$ cat config.mk
export PLATFORM = sky130hd
export DESIGN_NAME = scps_serial_port
export DESIGN_NICKNAME = d
export VERILOG_FILES = /design/src/rtl/scps_pkg.sv /design/src/rtl/scps_sequencer.sv /design/src/rtl/scps_serial_port.sv
export SDC_FILE = /design/constraint.sdc
export NUM_CORES = 1
export LEC_CHECK = 0
export ABC_AREA = 1
export BUFFER_PORTS_ARGS = -buffer_cell sky130_fd_sc_hd__buf_2
export CAP_MARGIN = 20
export CORE_MARGIN = 1.5
export CORE_UTILIZATION = 35
export CTS_BUF_LIST = sky130_fd_sc_hd__clkbuf_16
export CTS_CLUSTER_SIZE = 10
export DETAILED_ROUTE_END_ITERATION = 10
export GPL_ROUTABILITY_DRIVEN = 0
export GPL_TIMING_DRIVEN = 1
export SLEW_MARGIN = 20
export SYNTH_ARGS = -nofsm -noshare
export SYNTH_HDL_FRONTEND = slang
export SYNTH_SLANG_ARGS = --single-unit
$ cat constraint.sdc
create_clock -name core_clk -period 2.06 [get_ports core_clk]
set_input_delay 0.412 -clock core_clk [delete_from_list [all_inputs] [get_ports core_clk]]
set_output_delay 0.412 -clock core_clk [all_outputs]
set_load 0.02 [all_outputs]
$ cat src/rtl/scps_pkg.sv
package scps_pkg;

  // ****************************************************************
  // slave address and first-byte layout
  // ****************************************************************
  localparam logic [5:0] ADDR_FIXED_BITS = 6'h10; // byte bits 7:2 of 0x40..0x43
  localparam int SEL_BIT_POS = 1; // follows address_select_pin
  localparam int RW_BIT_POS = 0; // 1 = master reads
  localparam logic [2:0] BIT_CNT_LAST = 3'h7;

  // ****************************************************************
  // subaddress space
  // ****************************************************************
  localparam int NUM_SUBADDR = 196;
  localparam logic [7:0] SUBADDR_HIGHEST = 8'(NUM_SUBADDR - 1);
  localparam logic [7:0] POINTER_RESET = 8'h00;
  localparam logic [7:0] READ_BLOCKED_DATA = 8'h00;
  localparam logic [7:0] RO_LO_A = 8'h10;
  localparam logic [7:0] RO_HI_A = 8'h13;
  localparam logic [7:0] RO_LO_B = 8'h91;
  localparam logic [7:0] RO_HI_B = 8'h9d;
  localparam logic [7:0] WO_A = 8'h8f;
  localparam logic [7:0] WO_B = 8'hb2;

  // ****************************************************************
  // multi-register parameter (horizontal sync begin)
  // ****************************************************************
  localparam logic [7:0] SEQ_FIRST_ADDR = 8'h34;
  localparam logic [7:0] SEQ_LAST_ADDR = 8'h35;
  localparam logic [15:0] SEQ_PARAM_RESET = 16'h0002;

  // ****************************************************************
  // protocol states
  // ****************************************************************
  typedef enum logic [3:0] {
    SCPS_IDLE = 4'b0000,
    SCPS_ADDR = 4'b0001,
    SCPS_ADDR_ACK = 4'b0010,
    SCPS_PTR = 4'b0011,
    SCPS_PTR_ACK = 4'b0100,
    SCPS_WR_DATA = 4'b0101,
    SCPS_WR_ACK = 4'b0110,
    SCPS_RD_DATA = 4'b0111,
    SCPS_RD_ACK = 4'b1000
  } scps_state_t;

  // registers that only report state
  function automatic logic scps_is_read_only(input logic [7:0] a);
    return ((a >= RO_LO_A) && (a <= RO_HI_A)) || ((a >= RO_LO_B) && (a <= RO_HI_B));
  endfunction

  // registers that only take settings
  function automatic logic scps_is_write_only(input logic [7:0] a);
    return (a == WO_A) || (a == WO_B);
  endfunction

endpackage

$ cat src/rtl/scps_sequencer.sv
`timescale 1ns/1ns
module scps_sequencer (
  input wire logic core_clk,
  input wire logic rst_n,
  input wire logic wr_stb,
  input wire logic [7:0] wr_addr,
  input wire logic [7:0] wr_data,
  output logic [15:0] param_q,
  output logic param_commit
);

  // ****************************************************************
  // shadow of the first part, applied with the last part
  // ****************************************************************
  logic [7:0] hold_ff;
  logic [7:0] nxt_hold;
  logic pend_ff;
  logic nxt_pend;
  logic [15:0] param_ff;
  logic [15:0] nxt_param;
  logic commit_ff;
  logic nxt_commit;

  // next-value logic for shadow and applied value
  always_comb begin
    nxt_hold = hold_ff;
    nxt_pend = pend_ff;
    nxt_param = param_ff;
    nxt_commit = 1'b0;
    if (wr_stb) begin
      if (wr_addr == scps_pkg::SEQ_FIRST_ADDR) begin
        nxt_hold = wr_data;
        nxt_pend = 1'b1;
      end else if (wr_addr == scps_pkg::SEQ_LAST_ADDR) begin
        nxt_param = {(pend_ff ? hold_ff : param_ff[15:8]), wr_data};
        nxt_pend = 1'b0;
        nxt_commit = 1'b1;
      end else begin
        nxt_pend = 1'b0;
      end
    end
  end

  // registers
  always_ff @(posedge core_clk) begin
    if (!rst_n) begin
      hold_ff <= 8'h00;
      pend_ff <= 1'b0;
      param_ff <= scps_pkg::SEQ_PARAM_RESET;
      commit_ff <= 1'b0;
    end else begin
      hold_ff <= nxt_hold;
      pend_ff <= nxt_pend;
      param_ff <= nxt_param;
      commit_ff <= nxt_commit;
    end
  end

  assign param_q = param_ff;
  assign param_commit = commit_ff;

endmodule

$ cat src/rtl/scps_serial_port.sv
`timescale 1ns/1ns
// Behaviour
// - answer 0x40/0x42 family, bit1 from select pin
// - first byte bit0 one means master reads
// - start is data falling while clock high
// - address plus direction, bytes msb first
// - matched address acknowledged on ninth pulse
// - mismatch releases bus, keep watching starts
// - second byte loads register pointer
// - pointer advances after every data byte, holding at the highest register on reads
// - stop anywhere returns to idle, start anywhere restarts address phase
// - invalid pointer byte gets no acknowledge
// - read past top repeats highest register
// - write past top: drop, no acknowledge, idle
// - read-only not written, write-only not read
// - wide parameter applied after last part
module scps_serial_port (
  input wire logic core_clk,
  input wire logic rst_n,
  input wire logic scl_in,
  input wire logic sda_in,
  output logic sda_out,
  output logic sda_oe,
  input wire logic address_select_pin,
  output logic [7:0] reg_addr,
  output logic [7:0] reg_wr_data,
  output logic reg_wr_en,
  output logic reg_rd_en,
  input wire logic [7:0] reg_rd_data,
  output logic [15:0] horizontal_sync_begin_param,
  output logic horizontal_sync_begin_commit,
  output logic busy
);

  // ****************************************************************
  // pin synchronisers and edge detection
  // ****************************************************************
  logic [1:0] scl_sync_ff;
  logic [1:0] sda_sync_ff;
  logic [1:0] sel_sync_ff;
  logic scl_dly_ff;
  logic sda_dly_ff;
  logic scl_rise;
  logic scl_fall;
  logic start_det;
  logic stop_det;

  // two flops per pin, plus one delayed copy for edges
  always_ff @(posedge core_clk) begin
    if (!rst_n) begin
      scl_sync_ff <= 2'h3;
      sda_sync_ff <= 2'h3;
      sel_sync_ff <= 2'h0;
      scl_dly_ff <= 1'b1;
      sda_dly_ff <= 1'b1;
    end else begin
      scl_sync_ff <= {scl_sync_ff[0], scl_in};
      sda_sync_ff <= {sda_sync_ff[0], sda_in};
      sel_sync_ff <= {sel_sync_ff[0], address_select_pin};
      scl_dly_ff <= scl_sync_ff[1];
      sda_dly_ff <= sda_sync_ff[1];
    end
  end

  assign scl_rise = scl_sync_ff[1] & ~scl_dly_ff;
  assign scl_fall = ~scl_sync_ff[1] & scl_dly_ff;
  assign start_det = scl_sync_ff[1] & scl_dly_ff & sda_dly_ff & ~sda_sync_ff[1];
  assign stop_det = scl_sync_ff[1] & scl_dly_ff & ~sda_dly_ff & sda_sync_ff[1];

  // ****************************************************************
  // protocol engine
  // ****************************************************************
  scps_pkg::scps_state_t state_ff;
  scps_pkg::scps_state_t nxt_state;
  logic [7:0] shift_ff;
  logic [7:0] nxt_shift;
  logic [2:0] bit_cnt_ff;
  logic [2:0] nxt_bit_cnt;
  logic got8_ff;
  logic nxt_got8;
  logic [7:0] ptr_ff;
  logic [7:0] nxt_ptr;
  logic read_ff;
  logic nxt_read;
  logic nack_ff;
  logic nxt_nack;
  logic oe_ff;
  logic nxt_oe;
  logic wr_en_ff;
  logic nxt_wr_en;
  logic [7:0] wr_data_ff;
  logic [7:0] nxt_wr_data;
  logic rd_fetch;
  logic [7:0] rd_byte;
  logic addr_match;

  // first byte: fixed bits, select bit from pin
  assign addr_match = (shift_ff[7:2] == scps_pkg::ADDR_FIXED_BITS) &&
                      (shift_ff[scps_pkg::SEL_BIT_POS] == sel_sync_ff[1]);

  // data offered to the master, write-only registers read as zero
  assign rd_byte = scps_pkg::scps_is_write_only(ptr_ff) ? scps_pkg::READ_BLOCKED_DATA
                                                        : reg_rd_data;

  // next-state logic for the whole transfer
  always_comb begin
    nxt_state = state_ff;
    nxt_shift = shift_ff;
    nxt_bit_cnt = bit_cnt_ff;
    nxt_got8 = got8_ff;
    nxt_ptr = ptr_ff;
    nxt_read = read_ff;
    nxt_nack = nack_ff;
    nxt_wr_en = 1'b0;
    nxt_wr_data = wr_data_ff;
    rd_fetch = 1'b0;
    if (stop_det) begin
      nxt_state = scps_pkg::SCPS_IDLE;
    end else if (start_det) begin
      nxt_state = scps_pkg::SCPS_ADDR;
      nxt_bit_cnt = 3'h0;
      nxt_got8 = 1'b0;
    end else begin
      case (state_ff)
        scps_pkg::SCPS_IDLE: begin
          nxt_got8 = 1'b0;
        end
        scps_pkg::SCPS_ADDR, scps_pkg::SCPS_PTR, scps_pkg::SCPS_WR_DATA: begin
          if (scl_rise) begin
            nxt_shift = {shift_ff[6:0], sda_sync_ff[1]};
            nxt_bit_cnt = bit_cnt_ff + 3'h1;
            nxt_got8 = (bit_cnt_ff == scps_pkg::BIT_CNT_LAST);
          end else if (scl_fall && got8_ff) begin
            nxt_got8 = 1'b0;
            if (state_ff == scps_pkg::SCPS_ADDR) begin
              if (addr_match) begin
                nxt_state = scps_pkg::SCPS_ADDR_ACK;
                nxt_read = shift_ff[scps_pkg::RW_BIT_POS];
              end else begin
                nxt_state = scps_pkg::SCPS_IDLE;
              end
            end else if (state_ff == scps_pkg::SCPS_PTR) begin
              if (shift_ff <= scps_pkg::SUBADDR_HIGHEST) begin
                nxt_ptr = shift_ff;
                nxt_state = scps_pkg::SCPS_PTR_ACK;
              end else begin
                nxt_state = scps_pkg::SCPS_IDLE;
              end
            end else if (ptr_ff > scps_pkg::SUBADDR_HIGHEST) begin
              nxt_state = scps_pkg::SCPS_IDLE;
              nxt_ptr = scps_pkg::SUBADDR_HIGHEST;
            end else begin
              nxt_wr_en = ~scps_pkg::scps_is_read_only(ptr_ff);
              nxt_wr_data = shift_ff;
              nxt_state = scps_pkg::SCPS_WR_ACK;
            end
          end
        end
        scps_pkg::SCPS_ADDR_ACK: begin
          if (scl_fall) begin
            nxt_bit_cnt = 3'h0;
            if (read_ff) begin
              rd_fetch = 1'b1;
              nxt_state = scps_pkg::SCPS_RD_DATA;
            end else begin
              nxt_state = scps_pkg::SCPS_PTR;
            end
          end
        end
        scps_pkg::SCPS_PTR_ACK, scps_pkg::SCPS_WR_ACK: begin
          if (scl_fall) begin
            nxt_bit_cnt = 3'h0;
            nxt_state = scps_pkg::SCPS_WR_DATA;
            if (state_ff == scps_pkg::SCPS_WR_ACK) begin
              nxt_ptr = ptr_ff + 8'h01;
            end
          end
        end
        scps_pkg::SCPS_RD_DATA: begin
          if (scl_rise) begin
            nxt_bit_cnt = bit_cnt_ff + 3'h1;
            nxt_got8 = (bit_cnt_ff == scps_pkg::BIT_CNT_LAST);
          end else if (scl_fall) begin
            nxt_shift = {shift_ff[6:0], 1'b1};
            if (got8_ff) begin
              nxt_got8 = 1'b0;
              nxt_state = scps_pkg::SCPS_RD_ACK;
            end
          end
        end
        scps_pkg::SCPS_RD_ACK: begin
          if (scl_rise) begin
            nxt_nack = sda_sync_ff[1];
          end else if (scl_fall) begin
            nxt_bit_cnt = 3'h0;
            if (nack_ff) begin
              nxt_state = scps_pkg::SCPS_IDLE;
            end else begin
              rd_fetch = 1'b1;
              nxt_state = scps_pkg::SCPS_RD_DATA;
            end
          end
        end
        default: begin
          nxt_state = scps_pkg::SCPS_IDLE;
        end
      endcase
    end
    if (rd_fetch) begin
      nxt_shift = rd_byte;
      if (ptr_ff < scps_pkg::SUBADDR_HIGHEST) begin
        nxt_ptr = ptr_ff + 8'h01;
      end else begin
        nxt_ptr = scps_pkg::SUBADDR_HIGHEST;
      end
    end
    // pull low for acks, and for zero bits of read data
    case (nxt_state)
      scps_pkg::SCPS_ADDR_ACK, scps_pkg::SCPS_PTR_ACK, scps_pkg::SCPS_WR_ACK: begin
        nxt_oe = 1'b1;
      end
      scps_pkg::SCPS_RD_DATA: begin
        nxt_oe = ~nxt_shift[7];
      end
      default: begin
        nxt_oe = 1'b0;
      end
    endcase
  end

  // registers of the protocol engine
  always_ff @(posedge core_clk) begin
    if (!rst_n) begin
      state_ff <= scps_pkg::SCPS_IDLE;
      shift_ff <= 8'h00;
      bit_cnt_ff <= 3'h0;
      got8_ff <= 1'b0;
      ptr_ff <= scps_pkg::POINTER_RESET;
      read_ff <= 1'b0;
      nack_ff <= 1'b0;
      oe_ff <= 1'b0;
      wr_en_ff <= 1'b0;
      wr_data_ff <= 8'h00;
    end else begin
      state_ff <= nxt_state;
      shift_ff <= nxt_shift;
      bit_cnt_ff <= nxt_bit_cnt;
      got8_ff <= nxt_got8;
      ptr_ff <= nxt_ptr;
      read_ff <= nxt_read;
      nack_ff <= nxt_nack;
      oe_ff <= nxt_oe;
      wr_en_ff <= nxt_wr_en;
      wr_data_ff <= nxt_wr_data;
    end
  end

  // ****************************************************************
  // outputs and wide-parameter sequencer
  // ****************************************************************
  logic [7:0] wr_addr_ff;

  // address of the byte just written, held for the strobe
  always_ff @(posedge core_clk) begin
    if (!rst_n) begin
      wr_addr_ff <= 8'h00;
    end else if (nxt_wr_en) begin
      wr_addr_ff <= ptr_ff;
    end
  end

  assign sda_out = 1'b0; // open drain, only ever pulls low
  assign sda_oe = oe_ff;
  assign reg_addr = reg_wr_en ? wr_addr_ff : ptr_ff;
  assign reg_wr_data = wr_data_ff;
  assign reg_wr_en = wr_en_ff;
  assign reg_rd_en = rd_fetch & ~scps_pkg::scps_is_write_only(ptr_ff);
  assign busy = (state_ff != scps_pkg::SCPS_IDLE);

  scps_sequencer u_seq (
    .core_clk(core_clk),
    .rst_n(rst_n),
    .wr_stb(wr_en_ff),
    .wr_addr(wr_addr_ff),
    .wr_data(wr_data_ff),
    .param_q(horizontal_sync_begin_param),
    .param_commit(horizontal_sync_begin_commit)
  );

endmodule

## Word-level counts from Yosys, hierarchy flattened

Cells that the tools add are included.

| word-level totals | value |
|---|---|
| input port bits | 13 |
| output and inout port bits | 38 |
| register bits after elaboration | 78 |
| logic and storage cells | 189 |

| operators by class | value |
|---|---|
| muxes and demuxes | 71 |
| add/subtract/negate cells | 2 |
| $lt $le $gt $ge | 7 |
| bitwise logic cells | 24 |
| reductions and logical operators | 28 |
| eq/ne operators | 35 |

Operators by type and width:

| kind | count |
|---|---|
| 8-bit two-way mux | 20 |
| 4-bit two-way mux | 13 |
| 8-bit case mux with 2 select lines | 2 |
| 4-bit by 3-bit == test with 1-bit output (second input constant) | 7 |
| 3-bit != test (second input constant) | 9 |
| 3-bit two-way mux | 8 |
| 4-bit case mux with 6 select lines | 1 |
| 1-bit two-way mux | 22 |
| 8-bit by 6-bit == test with 1-bit output (second input constant) | 2 |
| 8-bit == test (second input constant) | 2 |
| 8-bit <= comparator (second input constant) | 2 |
| 4-bit != test (second input constant) | 4 |
| 1-bit inverter | 16 |
| 4-bit AND reduction | 4 |
| 4-bit by 2-bit == test with 1-bit output (second input constant) | 3 |
| 4-bit nonzero test | 3 |
| 3-bit OR reduction | 4 |
| 10-bit AND reduction | 1 |
| 3-bit case mux with 3 select lines | 1 |
| 8-bit by 1-bit adder with 8-bit output (second input constant) | 1 |
| 1-bit AND | 8 |
| 8-bit by 5-bit >= comparator with 1-bit output (second input constant) | 1 |
| 8-bit >= comparator (second input constant) | 1 |
| 8-bit greater-than comparator (second input constant) | 1 |
| other kinds (24) | 31 |

## Depth between registers and ports, before layout

Gate-level depths: netlist of run 1.

| logic depth | value |
|---|---|
| word-level depth | 12 |
| depth in mapped cells | 15 |
| depth with buffers taken out | 14 |

## By module

A second synthesis of run 1 with hierarchy kept.

| second synthesis, totals | value |
|---|---|
| cell total of the unflattened synthesis | 619 |
| area, all modules | 4149.0 um^2 |

Modules (own cells, without submodules):

| module | area an instance (um^2) | seq. area each (um^2) | instances | cells an instance |
|---|---|---|---|---|
| scps_serial_port | 2999.1 | 1041.0 | 1 | 459 |
| scps_sequencer | 1149.9 | 520.5 | 1 | 160 |

## Worst setup path before layout of run 1

Ideal clock, no wire load.

| timing path | value |
|---|---|
| path type | reg-to-output |
| start point | register scl_dly_ff |
| end point | output reg_rd_en |
| required time | 1648 ps |
| cell stages (with the launch flop) | 11 |
| path buffers | 1 |
| setup slack | 212 ps |
| arrival time | 1436 ps |
| cells stage by stage | dfxtp_1 -> inv_1 -> ha_1 -> buf_2 -> inv_2 -> nand2_1 -> nor2_1 -> nand2_1 -> nand2_2 -> nand2_2 -> nor2_4 |

| on the way | value |
|---|---|
| longest elaborated chain between the ends | 7 |
| elaborated cells between the ends (all ways) | 15 |
| classes of those cells | 6 x mux; 9 x bitwise |

Ends and longest elaborated chain:

| item | line | source |
|---|---|---|
| start: declaration | scps_serial_port.sv:41 | `logic scl_dly_ff;` |
| start signal: assignment | scps_serial_port.sv:60 | `scl_dly_ff <= scl_sync_ff[1];` |
| 1-bit AND or 1-bit inverter (tied branches) | scps_serial_port.sv:66, scps_serial_port.sv:65 |  |
| 1-bit two-way mux or 1-bit AND (tied branches) | scps_serial_port.sv:194, scps_serial_port.sv:65 |  |
| 1-bit two-way mux | scps_serial_port.sv:192 | `if (scl_rise) begin` |
| 1-bit case mux with 2 select lines | scps_serial_port.sv:124 | `case (state_ff)` |
| 1-bit two-way mux | scps_serial_port.sv:119 | `end else if (start_det) begin` |
| 1-bit two-way mux (*) | scps_serial_port.sv:117 | `if (stop_det) begin` |
| 1-bit AND (*) | scps_serial_port.sv:277 | `assign reg_rd_en = rd_fetch & ~scps_pkg::scps_is_write_only(ptr_ff);` |
| end: declaration | scps_serial_port.sv:28 | `output logic reg_rd_en,` |

Mark *: on every way between the ends. The rest lies on a longest branch, timed or not.

## Worst setup path in the final report of run 1

| timing path | value |
|---|---|
| start point | register state_ff[0] |
| end point | output reg_rd_en |

| on the way | value |
|---|---|
| longest elaborated chain between the ends | 5 |
| elaborated cells between the ends (all ways) | 6 |
| classes of those cells | 2 x eq/ne; 3 x mux; 1 x bitwise |

Ends and longest elaborated chain:

| item | line | source |
|---|---|---|
| start: declaration | scps_serial_port.sv:73 | `scps_pkg::scps_state_t state_ff;` |
| start signal: assignment | scps_serial_port.sv:234 | `state_ff <= scps_pkg::SCPS_IDLE;` |
| start signal: assignment | scps_serial_port.sv:245 | `state_ff <= nxt_state;` |
| 4-bit == test or 4-bit by 2-bit == test with 1-bit output (tied branches) | scps_serial_port.sv:124 |  |
| 1-bit case mux with 2 select lines (*) | scps_serial_port.sv:124 |  |
| 1-bit two-way mux (*) | scps_serial_port.sv:119 |  |
| 1-bit two-way mux (*) | scps_serial_port.sv:117 |  |
| 1-bit AND (*) | scps_serial_port.sv:277 |  |

Marks and branches as above.

==> results of run 1 <==
[flip-flops by register name, summed over array words and instances, names as in the netlist, 3 cells and up]
| register | flops |
|---|---|
| reg_wr_data | 8 |
| state_ff | 4 |
| u_seq.hold_ff | 8 |
| ptr_ff | 8 |
| wr_addr_ff | 8 |
| u_seq.param_q | 16 |
| bit_cnt_ff | 3 |
| shift_ff | 8 |
[what timing repair did]
item,CTS,global route
buffers inserted,5,5
endpoints found under the setup margin,2,14
hold endpoints to repair,0,0
gates resized for setup,14,11
pin swaps,3,7
gates cloned,0,0
[report_power, final]
part	leakage (nW)	internal, mW	switching, mW
logic	1.55	0.0516	0.0957
clock network	0.161	1.08	0.670
registers	0.631	1.52	0.00884
total	2.34	2.65	0.774
[cell usage in the layout, fill, tap and decap left out, types with 9 or more instances in the layout]
master     Yosys  layout
clkbuf_16      0       9
nor2_1        94      92
o21ai_0       50      50
buf_2          4      48
a21oi_1       38      38
nand2_1      133     131
buf_4          2      20
inv_1         63      60
inv_2          7       9
dfxtp_1       78      74
nand3_1       35      34
[layer usage]
layer,vias up,part of all wire [%]
met4,0,2.2
met1,1801,47
met3,16,5.9
met5,-,0
met2,123,45
li1,2031,-
[metrics by stage]
stage               cell area, µm²  instances
CTS                           4827        797
detailed placement            4420        776
global placement              4420        776
finish                        4915        802
global route                  4915        802
floorplan                     3993        592
[cell families after synthesis]
logic type / Yosys count / synth area share [%]
AOI/OAI and AO/OA: 110 / 14.79
xor gates and xnor gates: 3 / 0.6582
adders and majority gates: 9 / 2.820
buffers and inverters: 88 / 9.151
DFF: 78 / 39.11
other: 1 / 0.09392
and+or+nand+nor: 303 / 33.38
[worst min path at each step]
stage                                   start                         to  slack [ps]  cells past startpoint
floorplan           sel_sync_ff[0]$_SDFF_PN0_  sel_sync_ff[1]$_SDFF_PN0_         390                      2
global placement    sel_sync_ff[0]$_SDFF_PN0_  sel_sync_ff[1]$_SDFF_PN0_         390                      2
detailed placement  sel_sync_ff[0]$_SDFF_PN0_  sel_sync_ff[1]$_SDFF_PN0_         400                      2
CTS                        address_select_pin  sel_sync_ff[0]$_SDFF_PN0_         250                      3
global route                           sda_in  sda_sync_ff[0]$_SDFF_PN1_         250                      2
finish                     address_select_pin  sel_sync_ff[0]$_SDFF_PN0_         250                      3
[cell type report]
type                            instances  area, µm²  area share [%]
Multi-Input combinational cell        426       2121           43.15
Sequential cell                        78       1572           31.98
Timing Repair Buffer                   72      452.9           9.216
Inverter                               70      265.3           5.397
Clock buffer                            9      225.2           4.582
Tap cell                              140      175.2           3.564
Clock inverter                          7      103.9           2.113
[worst max-delay path, cell delays in order, from the launching register on]
cell	delay, ps
dfxtp_1	390
inv_2	120
nand2_1	70
nor2_2	170
nand2_1	110
nand2_2	130
nand2_4	80
nor2_4	150
buf_6	130
==> metrics.yaml, run 1 <==
antenna_left: 0
core_area_um2: 10980
status: "finished with violations"
antenna_found_initial: 0
ys_types: 38
track_usage_pct: 18.44
clk_path_buf_depth: 2
finalPower_mw: 3.419
r2r_cells: 10
dieHeight_um: 109.8
synth_nets: 614
synth.most_common_cell: "nand2_1"
clockRootBuffer: "clkbuf_16"
setup_slack_ps: -35.55
rows: 38
async_flop_share_pct: 0
endpoint_kind: "output pin"
syn_area_um2: 3993
drtIter0Drc: 321
worst_slew_pin_slew_ps: 579.4
cts.clk_slew.worst_paths_ps: 60
grtUsageMet2_pct: 29.02
nFillCells: 1104
drt-total-wl_um: 10530
syn-instance-count: 592
met3_usage_pct: 4.149
timing.rr.end: "ptr_ff[7]$_SDFFE_PN0P_"
cp-start-kind: "register"
place.port_buffers: 49
place_ws_ps: 44.56
finClkSkew_ps: 5.477
layout_worst_path_cycle_share_pct: 101.7
yosys.area.top_type: "dfxtp_1"
synth_seq_cells: 78
yosys_warnings: 0
drive_above_1_share_pct: 21.00
final_util_pct: 44.75
leakagePower_nw: 2.340
cts_hold_buf: 0
area_growth_pct: 23.10
use_met1_pct: 24.19
irDropWorstVdd_v: 0.0004220
grt_max_degree: 48
hpwl_um: 7665
timing.fmax_ghz: 0.4772
synth_edf_count: 0
die_w_um: 109.8
setup_viol: 1
die_area_um2: 12060
nets: 679
arrival_ps: 1680
rsz0062_at_grt: "yes"
drc: 0
syn_avg_cell_area_um2: 6.744
r2r_start: "scl_sync_ff[1]$_SDFF_PN1_"
viasPerCell: 4.951
whs_ps: 251.5
dr.pass1.iters: 7
p_per_area_nw_per_um2: 695.8
cap_violations: 0
critPathLaunch: "state_ff[0]$_SDFF_PN0_"
first_global_vias: 3677
finalMaxSlewViolations: 0
cp_max_fo: 6
wire_per_inst_um: 13.13
synth_area_leaders: "dfxtp_1 (39%), nand2_1 (13%), nor2_1 (8.8%)"
start_util_pct: 36.35
path_class: "register to output pin"
violations: "negative setup slack"
cts_buffers: 9
cts_tree: "done"
ios: 51
clock_sinks: 78
diodes: 0
ff2ff_setup_slack_ps: 170
synth_top_area_share_pct: 39.11
cp-endpoint: "reg_rd_en"
required_ps: 1650
htreeDepth: 3
synth.cells.most_frequent: "nand2_1 (133), nor2_1 (94), dfxtp_1 (78)"
ys.flop_type: "dfxtp_1"
hold_violations: 0
hp-class: "input pin to register"
grt-ovfl-total: 0
clock_latency_ps: 340
yosysSeqAreaShare_pct: 39.11
grt_busiest_layer: "met2"
grt_pass1_wl_um: 17280
vias: 3971
fin_tns_setup_ps: -35.55
period_needed_ps: 2096
relSlewSlack_pct: 61.33
(Power assumes the default switching activity.)
==> run 2: changes to the inputs <==
Settings changed: CORE_ASPECT_RATIO set to 0.6.
==> run 2 against run 1 <==
The run now ends clean. Critical path type unchanged. First-iteration DRC count rose by 19%. Combinational power is 7% higher. Power fell by 4.2%. Routed wire length up 5.2%. Non-clock buffer count up 6. Setup slack improved by 42 ps. Critical path depth shrank 1. Cell area is 0.53% higher. Register-to-register slack got worse by 50 ps. Flip-flop and latch count unchanged. Maximum frequency up 2.0%. Clock power decreased by 9%.
==> metrics.yaml, run 2 (synthesis results as in run 1) <==
ios: 51  # unchanged
die_area_um2: 12080  # +0.17%
diodes: 0  # unchanged
cts_buffers: 9  # unchanged
largest_register_ffs: 16  # unchanged
irDropWorstVdd_v: 0.0003954  # -6.3%
track_usage_pct: 19.29  # +0.85 points
clk_path_buf_depth: 2  # unchanged
period_needed_ps: 2054  # -41.56 ps
endpoint_kind: "output pin"
antenna_found_initial: 0  # unchanged
first_global_vias: 3731  # +1.5%
finalPower_mw: 3.276  # -4.2%
grt_pass1_wl_um: 18260  # +5.7%
p_per_area_nw_per_um2: 663.0  # -4.7%
wire_per_inst_um: 13.73  # +4.5%
placed_area_um2: 4407  # -0.31%
rsz0062_at_grt: "yes"
layout_worst_path_cycle_share_pct: 99.71  # -2.0 points
cap_violations: 0  # unchanged
arrival_ps: 1640  # -40 ps
drive_above_1_share_pct: 22.60  # +1.6 points
clock_sinks: 78  # unchanged
leakagePower_nw: 2.349  # +0.39%
cp_max_fo: 4  # -2
antenna_left: 0  # unchanged
core_area_um2: 10850  # -1.2%
htreeDepth: 3  # unchanged
area_growth_pct: 23.75
cts_tree: "done"
viasPerCell: 5.016  # +1.3%
drtIter0Drc: 382  # +19%
final_cell_mix: "nand2_1 (129), nor2_1 (90), dfxtp_1 (74), inv_1 (59), o21ai_0 (50)"
finalMaxSlewViolations: 0  # unchanged
hpwl_um: 8067  # +5.2%
final_util_pct: 45.54  # +0.79 points
nFillCells: 1080  # -2.2%
clock_latency_ps: 340  # about the same
vias: 4048  # +1.9%
status: "complete, no violations"
rows: 29  # -24%
path_class: "register to output pin"
final_common_cell: "nand2_1"
finClkSkew_ps: 10.89  # +5.410 ps
nets: 685  # +0.88%
worst_slew_pin_slew_ps: 675.3  # +95.91 ps
hold_violations: 0  # unchanged
setup_viol: 0  # -1
timing.fmax_ghz: 0.4869  # +2.0%
grt_max_degree: 61  # +27%
grt-ovfl-total: 0  # unchanged
cp-start-kind: "register"
hp-class: "input pin to register"
clockRootBuffer: "clkbuf_16"
dieHeight_um: 85.73  # -22%
place.port_buffers: 49  # unchanged
cts.clk_slew.worst_paths_ps: 60  # about the same
drt-total-wl_um: 11080  # +5.2%
dr.pass1.iters: 5  # -2
required_ps: 1650  # about the same
fin_area_um2: 4941  # +0.53%
start_util_pct: 36.80  # +0.45 points
drc: 0  # unchanged
die_w_um: 140.9  # +28%
relSlewSlack_pct: 54.93  # -6.4 points
[run 2: worst paths after layout]
path                              from                        end  slack, ps  cells after the start
max             state_ff[0]$_SDFF_PN0_                  reg_rd_en          6                      7
min                             sda_in  sda_sync_ff[0]$_SDFF_PN1_        250                      2
max reg2reg      scl_dly_ff$_SDFF_PN1_          sda_oe$_SDFF_PN0_        120                     17
min reg2reg  scl_sync_ff[0]$_SDFF_PN1_  scl_sync_ff[1]$_SDFF_PN1_        410                      1
[run 2: stage by stage]
stage	cells	setup TNS (ps)	worst slack (ps)	hold slack [ps]
final	807	0	6.006	254.2
after global routing	807	-55.39	-55.39	244.4
after CTS	799	-12.86	-12.86	241.8
after detailed placement	775	0	31.82	398.7
after global placement	775	0	28.22	397.5
after floorplan	592	0	212.1	390.5
[run 2: final cells by class]
type	instances	area, µm²	share of cell area, %
multi-input combinational	426	2156	43.63
sequential	78	1569	31.75
timing repair buffer	78	481.7	9.749
inverter	70	262.8	5.318
clock buffer	9	225.2	4.558
tap	139	173.9	3.520
clock inverter	7	72.57	1.469
[run 2: report_power, final]
part / internal (mW) / leakage [nW] / total [mW] / switching [mW]
logic: 0.0533 / 1.57 / 0.157 / 0.103
registers: 1.52 / 0.631 / 1.53 / 0.00821
clock network: 0.942 / 0.149 / 1.59 / 0.650
total: 2.51 / 2.35 / 3.28 / 0.761
[run 2: what timing repair did]
action	CTS	global route
hold endpoints to repair	0	0
setup buffers	8	8
pin swaps	3	6
gates resized for setup	18	15
setup endpoints to repair	3	11
hold buffers	0	0
[run 2: routing by layer]
layer,vias up,track usage [%],routed length [µm]
met3,12,5.583,939
met1,1827,29.03,5774
met2,163,26.74,4254
met5,-,0,0
li1,2046,-,-
met4,0,4.451,109
[run 2: worst max-delay path, stage by stage, from the launching register on]
cell and delay, ps:
dfxtp_1 370, buf_4 180, nor2_2 150, nand4_1 130, nand2_2 120, nand2_4 80
nor2_4 150, buf_6 130
==> run 3: changes to the inputs <==
Settings changed: ABC_AREA 1 to unset.
Clock period 2.06 ns to 2.3 ns, I/O delays scaled along.
==> run 3 against run 2 <==
Area after synthesis unchanged. Critical path type unchanged. Critical endpoint unchanged. Die area is the same. The run now ends with negative setup slack left. Sequential power shrank 10%. Combinational power hardly changed. Cell area is 4.0% higher. Synthesized cell count down 23%. Clock power fell by 14%.
==> metrics.yaml, run 3 <==
rsz0062_at_grt: "yes"
first_global_vias: 3613  # -3.2%
ios: 51  # unchanged
rows: 29  # unchanged
vias: 3754  # -7.3%
cap_violations: 0  # unchanged
timing.fmax_ghz: 0.4068
holdPathEnd: "scl_sync_ff[0]$_SDFF_PN1_"
fin_area_um2: 5139  # +4.0%
wire_per_inst_um: 16.83  # +23%
yosys_warnings: 0  # unchanged
ff2ff_setup_slack_ps: -70  # -190 ps
arrival_ps: 2000  # +360 ps
leakagePower_nw: 2.441  # +4.0%
synth.cells.most_frequent: "dfxtp_1 (78), nor2_1 (68), mux2i_1 (45)"
cts_tree: "done"
final_cell_mix: "dfxtp_1 (72), nor2_1 (68), buf_4 (62), buf_2 (48), mux2i_1 (45)"
core_area_um2: 10850  # unchanged
relSlewSlack_pct: 58.93  # +4.0 points
viasPerCell: 5.409  # +7.8%
final_util_pct: 47.36  # +1.8 points
nets: 572  # -16%
period_needed_ps: 2458
required_ps: 1840  # +190 ps
cts_buffers: 9  # unchanged
syn_area_um2: 3993  # unchanged
place.port_buffers: 49  # unchanged
r2r_start: "scl_dly_ff$_SDFF_PN1_"
worst_slew_pin_slew_ps: 615.4  # -59.81 ps
diodes: 0  # unchanged
synth_seq_cells: 78  # unchanged
cp-start-kind: "register"
yosys.area.top_type: "dfxtp_1"
async_flop_share_pct: 0  # unchanged
clk_path_buf_depth: 2  # unchanged
htreeDepth: 3  # unchanged
final_common_cell: "dfxtp_1"
hold_start: "scl_in"
finalMaxSlewViolations: 0  # unchanged
clock_sinks: 78  # unchanged
comb_power_share_pct: 5.4  # +0.6 points
hp-class: "input pin to register"
yosysSeqAreaShare_pct: 39.11  # unchanged
layout_worst_path_cycle_share_pct: 106.9
track_usage_pct: 20.01  # +0.72 points
p_per_area_nw_per_um2: 561.7  # -15%
cp_max_fo: 3  # -1
drc: 0  # unchanged
irDropWorstVdd_v: 0.0003367  # -15%
hold_violations: 0  # unchanged
finalPower_mw: 2.886  # -12%
clockRootBuffer: "clkbuf_16"
hpwl_um: 8625  # +6.9%
clock_latency_ps: 350  # about the same
antenna_found_initial: 0  # unchanged
drt-total-wl_um: 11680  # +5.4%
path_class: "register to output pin"
pwr-share-clk_pct: 47.0  # -1.6 points
setup_viol: 5  # +5
drtIter0Drc: 379  # -0.79%
p_switching_mw: 0.7187  # -5.6%
status: "finished with violations"
holdPathStages: 2  # unchanged
endpoint_kind: "output pin"
seqPwrFrac_pct: 47.6  # +1.0 points
violations: "negative setup slack"
dieHeight_um: 85.73  # unchanged
setup_slack_ps: -158.2  # -164.2 ps
p_int_mw: 2.168  # -14%
synth_top_area_share_pct: 39.11  # unchanged
drive_above_1_share_pct: 30.27  # +7.7 points
dr.pass1.iters: 7  # +2
placed_area_um2: 4686  # +6.3%
start_util_pct: 36.80  # unchanged
die_area_um2: 12080  # unchanged
antenna_left: 0  # unchanged
place_ws_ps: -77.96  # -109.8 ps
largest_register_ffs: 16  # unchanged
whs_ps: 290.9  # +36.71 ps
ys.flop_type: "dfxtp_1"
grt_max_degree: 21  # -66%
syn-instance-count: 458  # -23%
cts.clk_slew.worst_paths_ps: 70  # about the same
grt-ovfl-total: 0  # unchanged
ys_types: 71  # +87%
grt_pass1_wl_um: 18780  # +2.8%
finClkSkew_ps: 9.593  # -1.293 ps
synth_edf_count: 0  # unchanged
synth.most_common_cell: "dfxtp_1"
synth_area_leaders: "dfxtp_1 (39%), mux2i_1 (11%), nor2_1 (6.4%)"
timing.rr.end: "bit_cnt_ff[1]$_SDFFE_PN0P_"
die_w_um: 140.9  # unchanged
switching_share_pct: 24.90  # +1.7 points
syn_avg_cell_area_um2: 8.717  # +29%
synth_nets: 480  # -22%
area_growth_pct: 28.71
r2r_cells: 9  # -8
run 3: changes by cell type after synthesis, moves of 7 or more:
cell	before	now
o21ai_0	50	22
nor2_1	94	68
a21oi_1	38	15
nand2_1	133	41
nand2b_1	0	11
nand3_1	35	8
inv_2	7	0
clkbuf_1	8	16
inv_1	63	14
o211a_1	0	7
nand2_2	9	0
mux2i_1	0	45
run 3: power groups by stage:
stage          sequential, mW  combinational, mW  clock, mW
6_report                 1.37              0.156       1.36
5_1_grt                  1.37              0.167       1.45
4_1_cts                  1.37              0.146       1.40
3_5_place_dp             1.40              0.138          0
3_3_place_gp             1.40              0.137          0
2_1_floorplan            1.40             0.0825          0
run 3: critical path, stage by stage, from the launching register on:
cell and delay (ps):
dfxtp_2 340, inv_2 80, ha_4 160, inv_2 40, or4_4 500, a221oi_4 370, buf_6 170
run 3: layout make-up:
class	instances	area, µm²
fill	1030	5710
sequential	78	1572
timing repair buffer	113	748.2
multi-input combinational	334	2313
clock inverter	7	53.80
tap	139	173.9
inverter	14	52.55
clock buffer	9	225.2
run 3: worst max-delay path by stage:
stage / endpoint / start
after detailed placement: bit_cnt_ff[1]$_SDFFE_PN0P_ / scl_dly_ff$_SDFF_PN1_
after global routing: reg_rd_en / scl_sync_ff[1]$_SDFF_PN1_
after global placement: ptr_ff[6]$_SDFFE_PN0P_ / ptr_ff[3]$_SDFFE_PN0P_
final: reg_rd_en / scl_sync_ff[1]$_SDFF_PN1_
after floorplan: wr_addr_ff[5]$_SDFFE_PN0P_ / scl_sync_ff[1]$_SDFF_PN1_
after CTS: reg_rd_en / scl_sync_ff[1]$_SDFF_PN1_
run 3: layer usage:
metal  up-vias  GRT usage, %  wire length (µm)
met5         -             0                 0
met4         0         4.640               114
met3        12         6.198              1134
met2       199         27.50              4577
met1      1737         30.03              5850
li1       1806             -                 -
run 3: through the flow:
stage | cells | TNS, ps
after detailed placement | 670 | -232.1
after CTS | 690 | -142.9
after floorplan | 458 | 0
after global placement | 670 | -39.11
after global routing | 694 | -835.4
final | 694 | -297.0
run 3: what timing repair did:
action / 4_1_cts / 5_1_grt
pin swaps: 3 / 5
endpoints found under the hold margin: 0 / 0
endpoints found under the setup margin: 7 / 24
buffers inserted: 4 / 4
gates resized for setup: 18 / 13
hold buffers: 0 / 0
run 3: logic make-up after synthesis:
logic type      share of synthesized area (%)
other cells                           0.09392
buf+inv                                 5.296
mux                                     12.69
simple gates                            21.81
compound gates                          17.08
flops                                   39.11
fa+ha+maj                               2.820
xor+xnor                                1.097
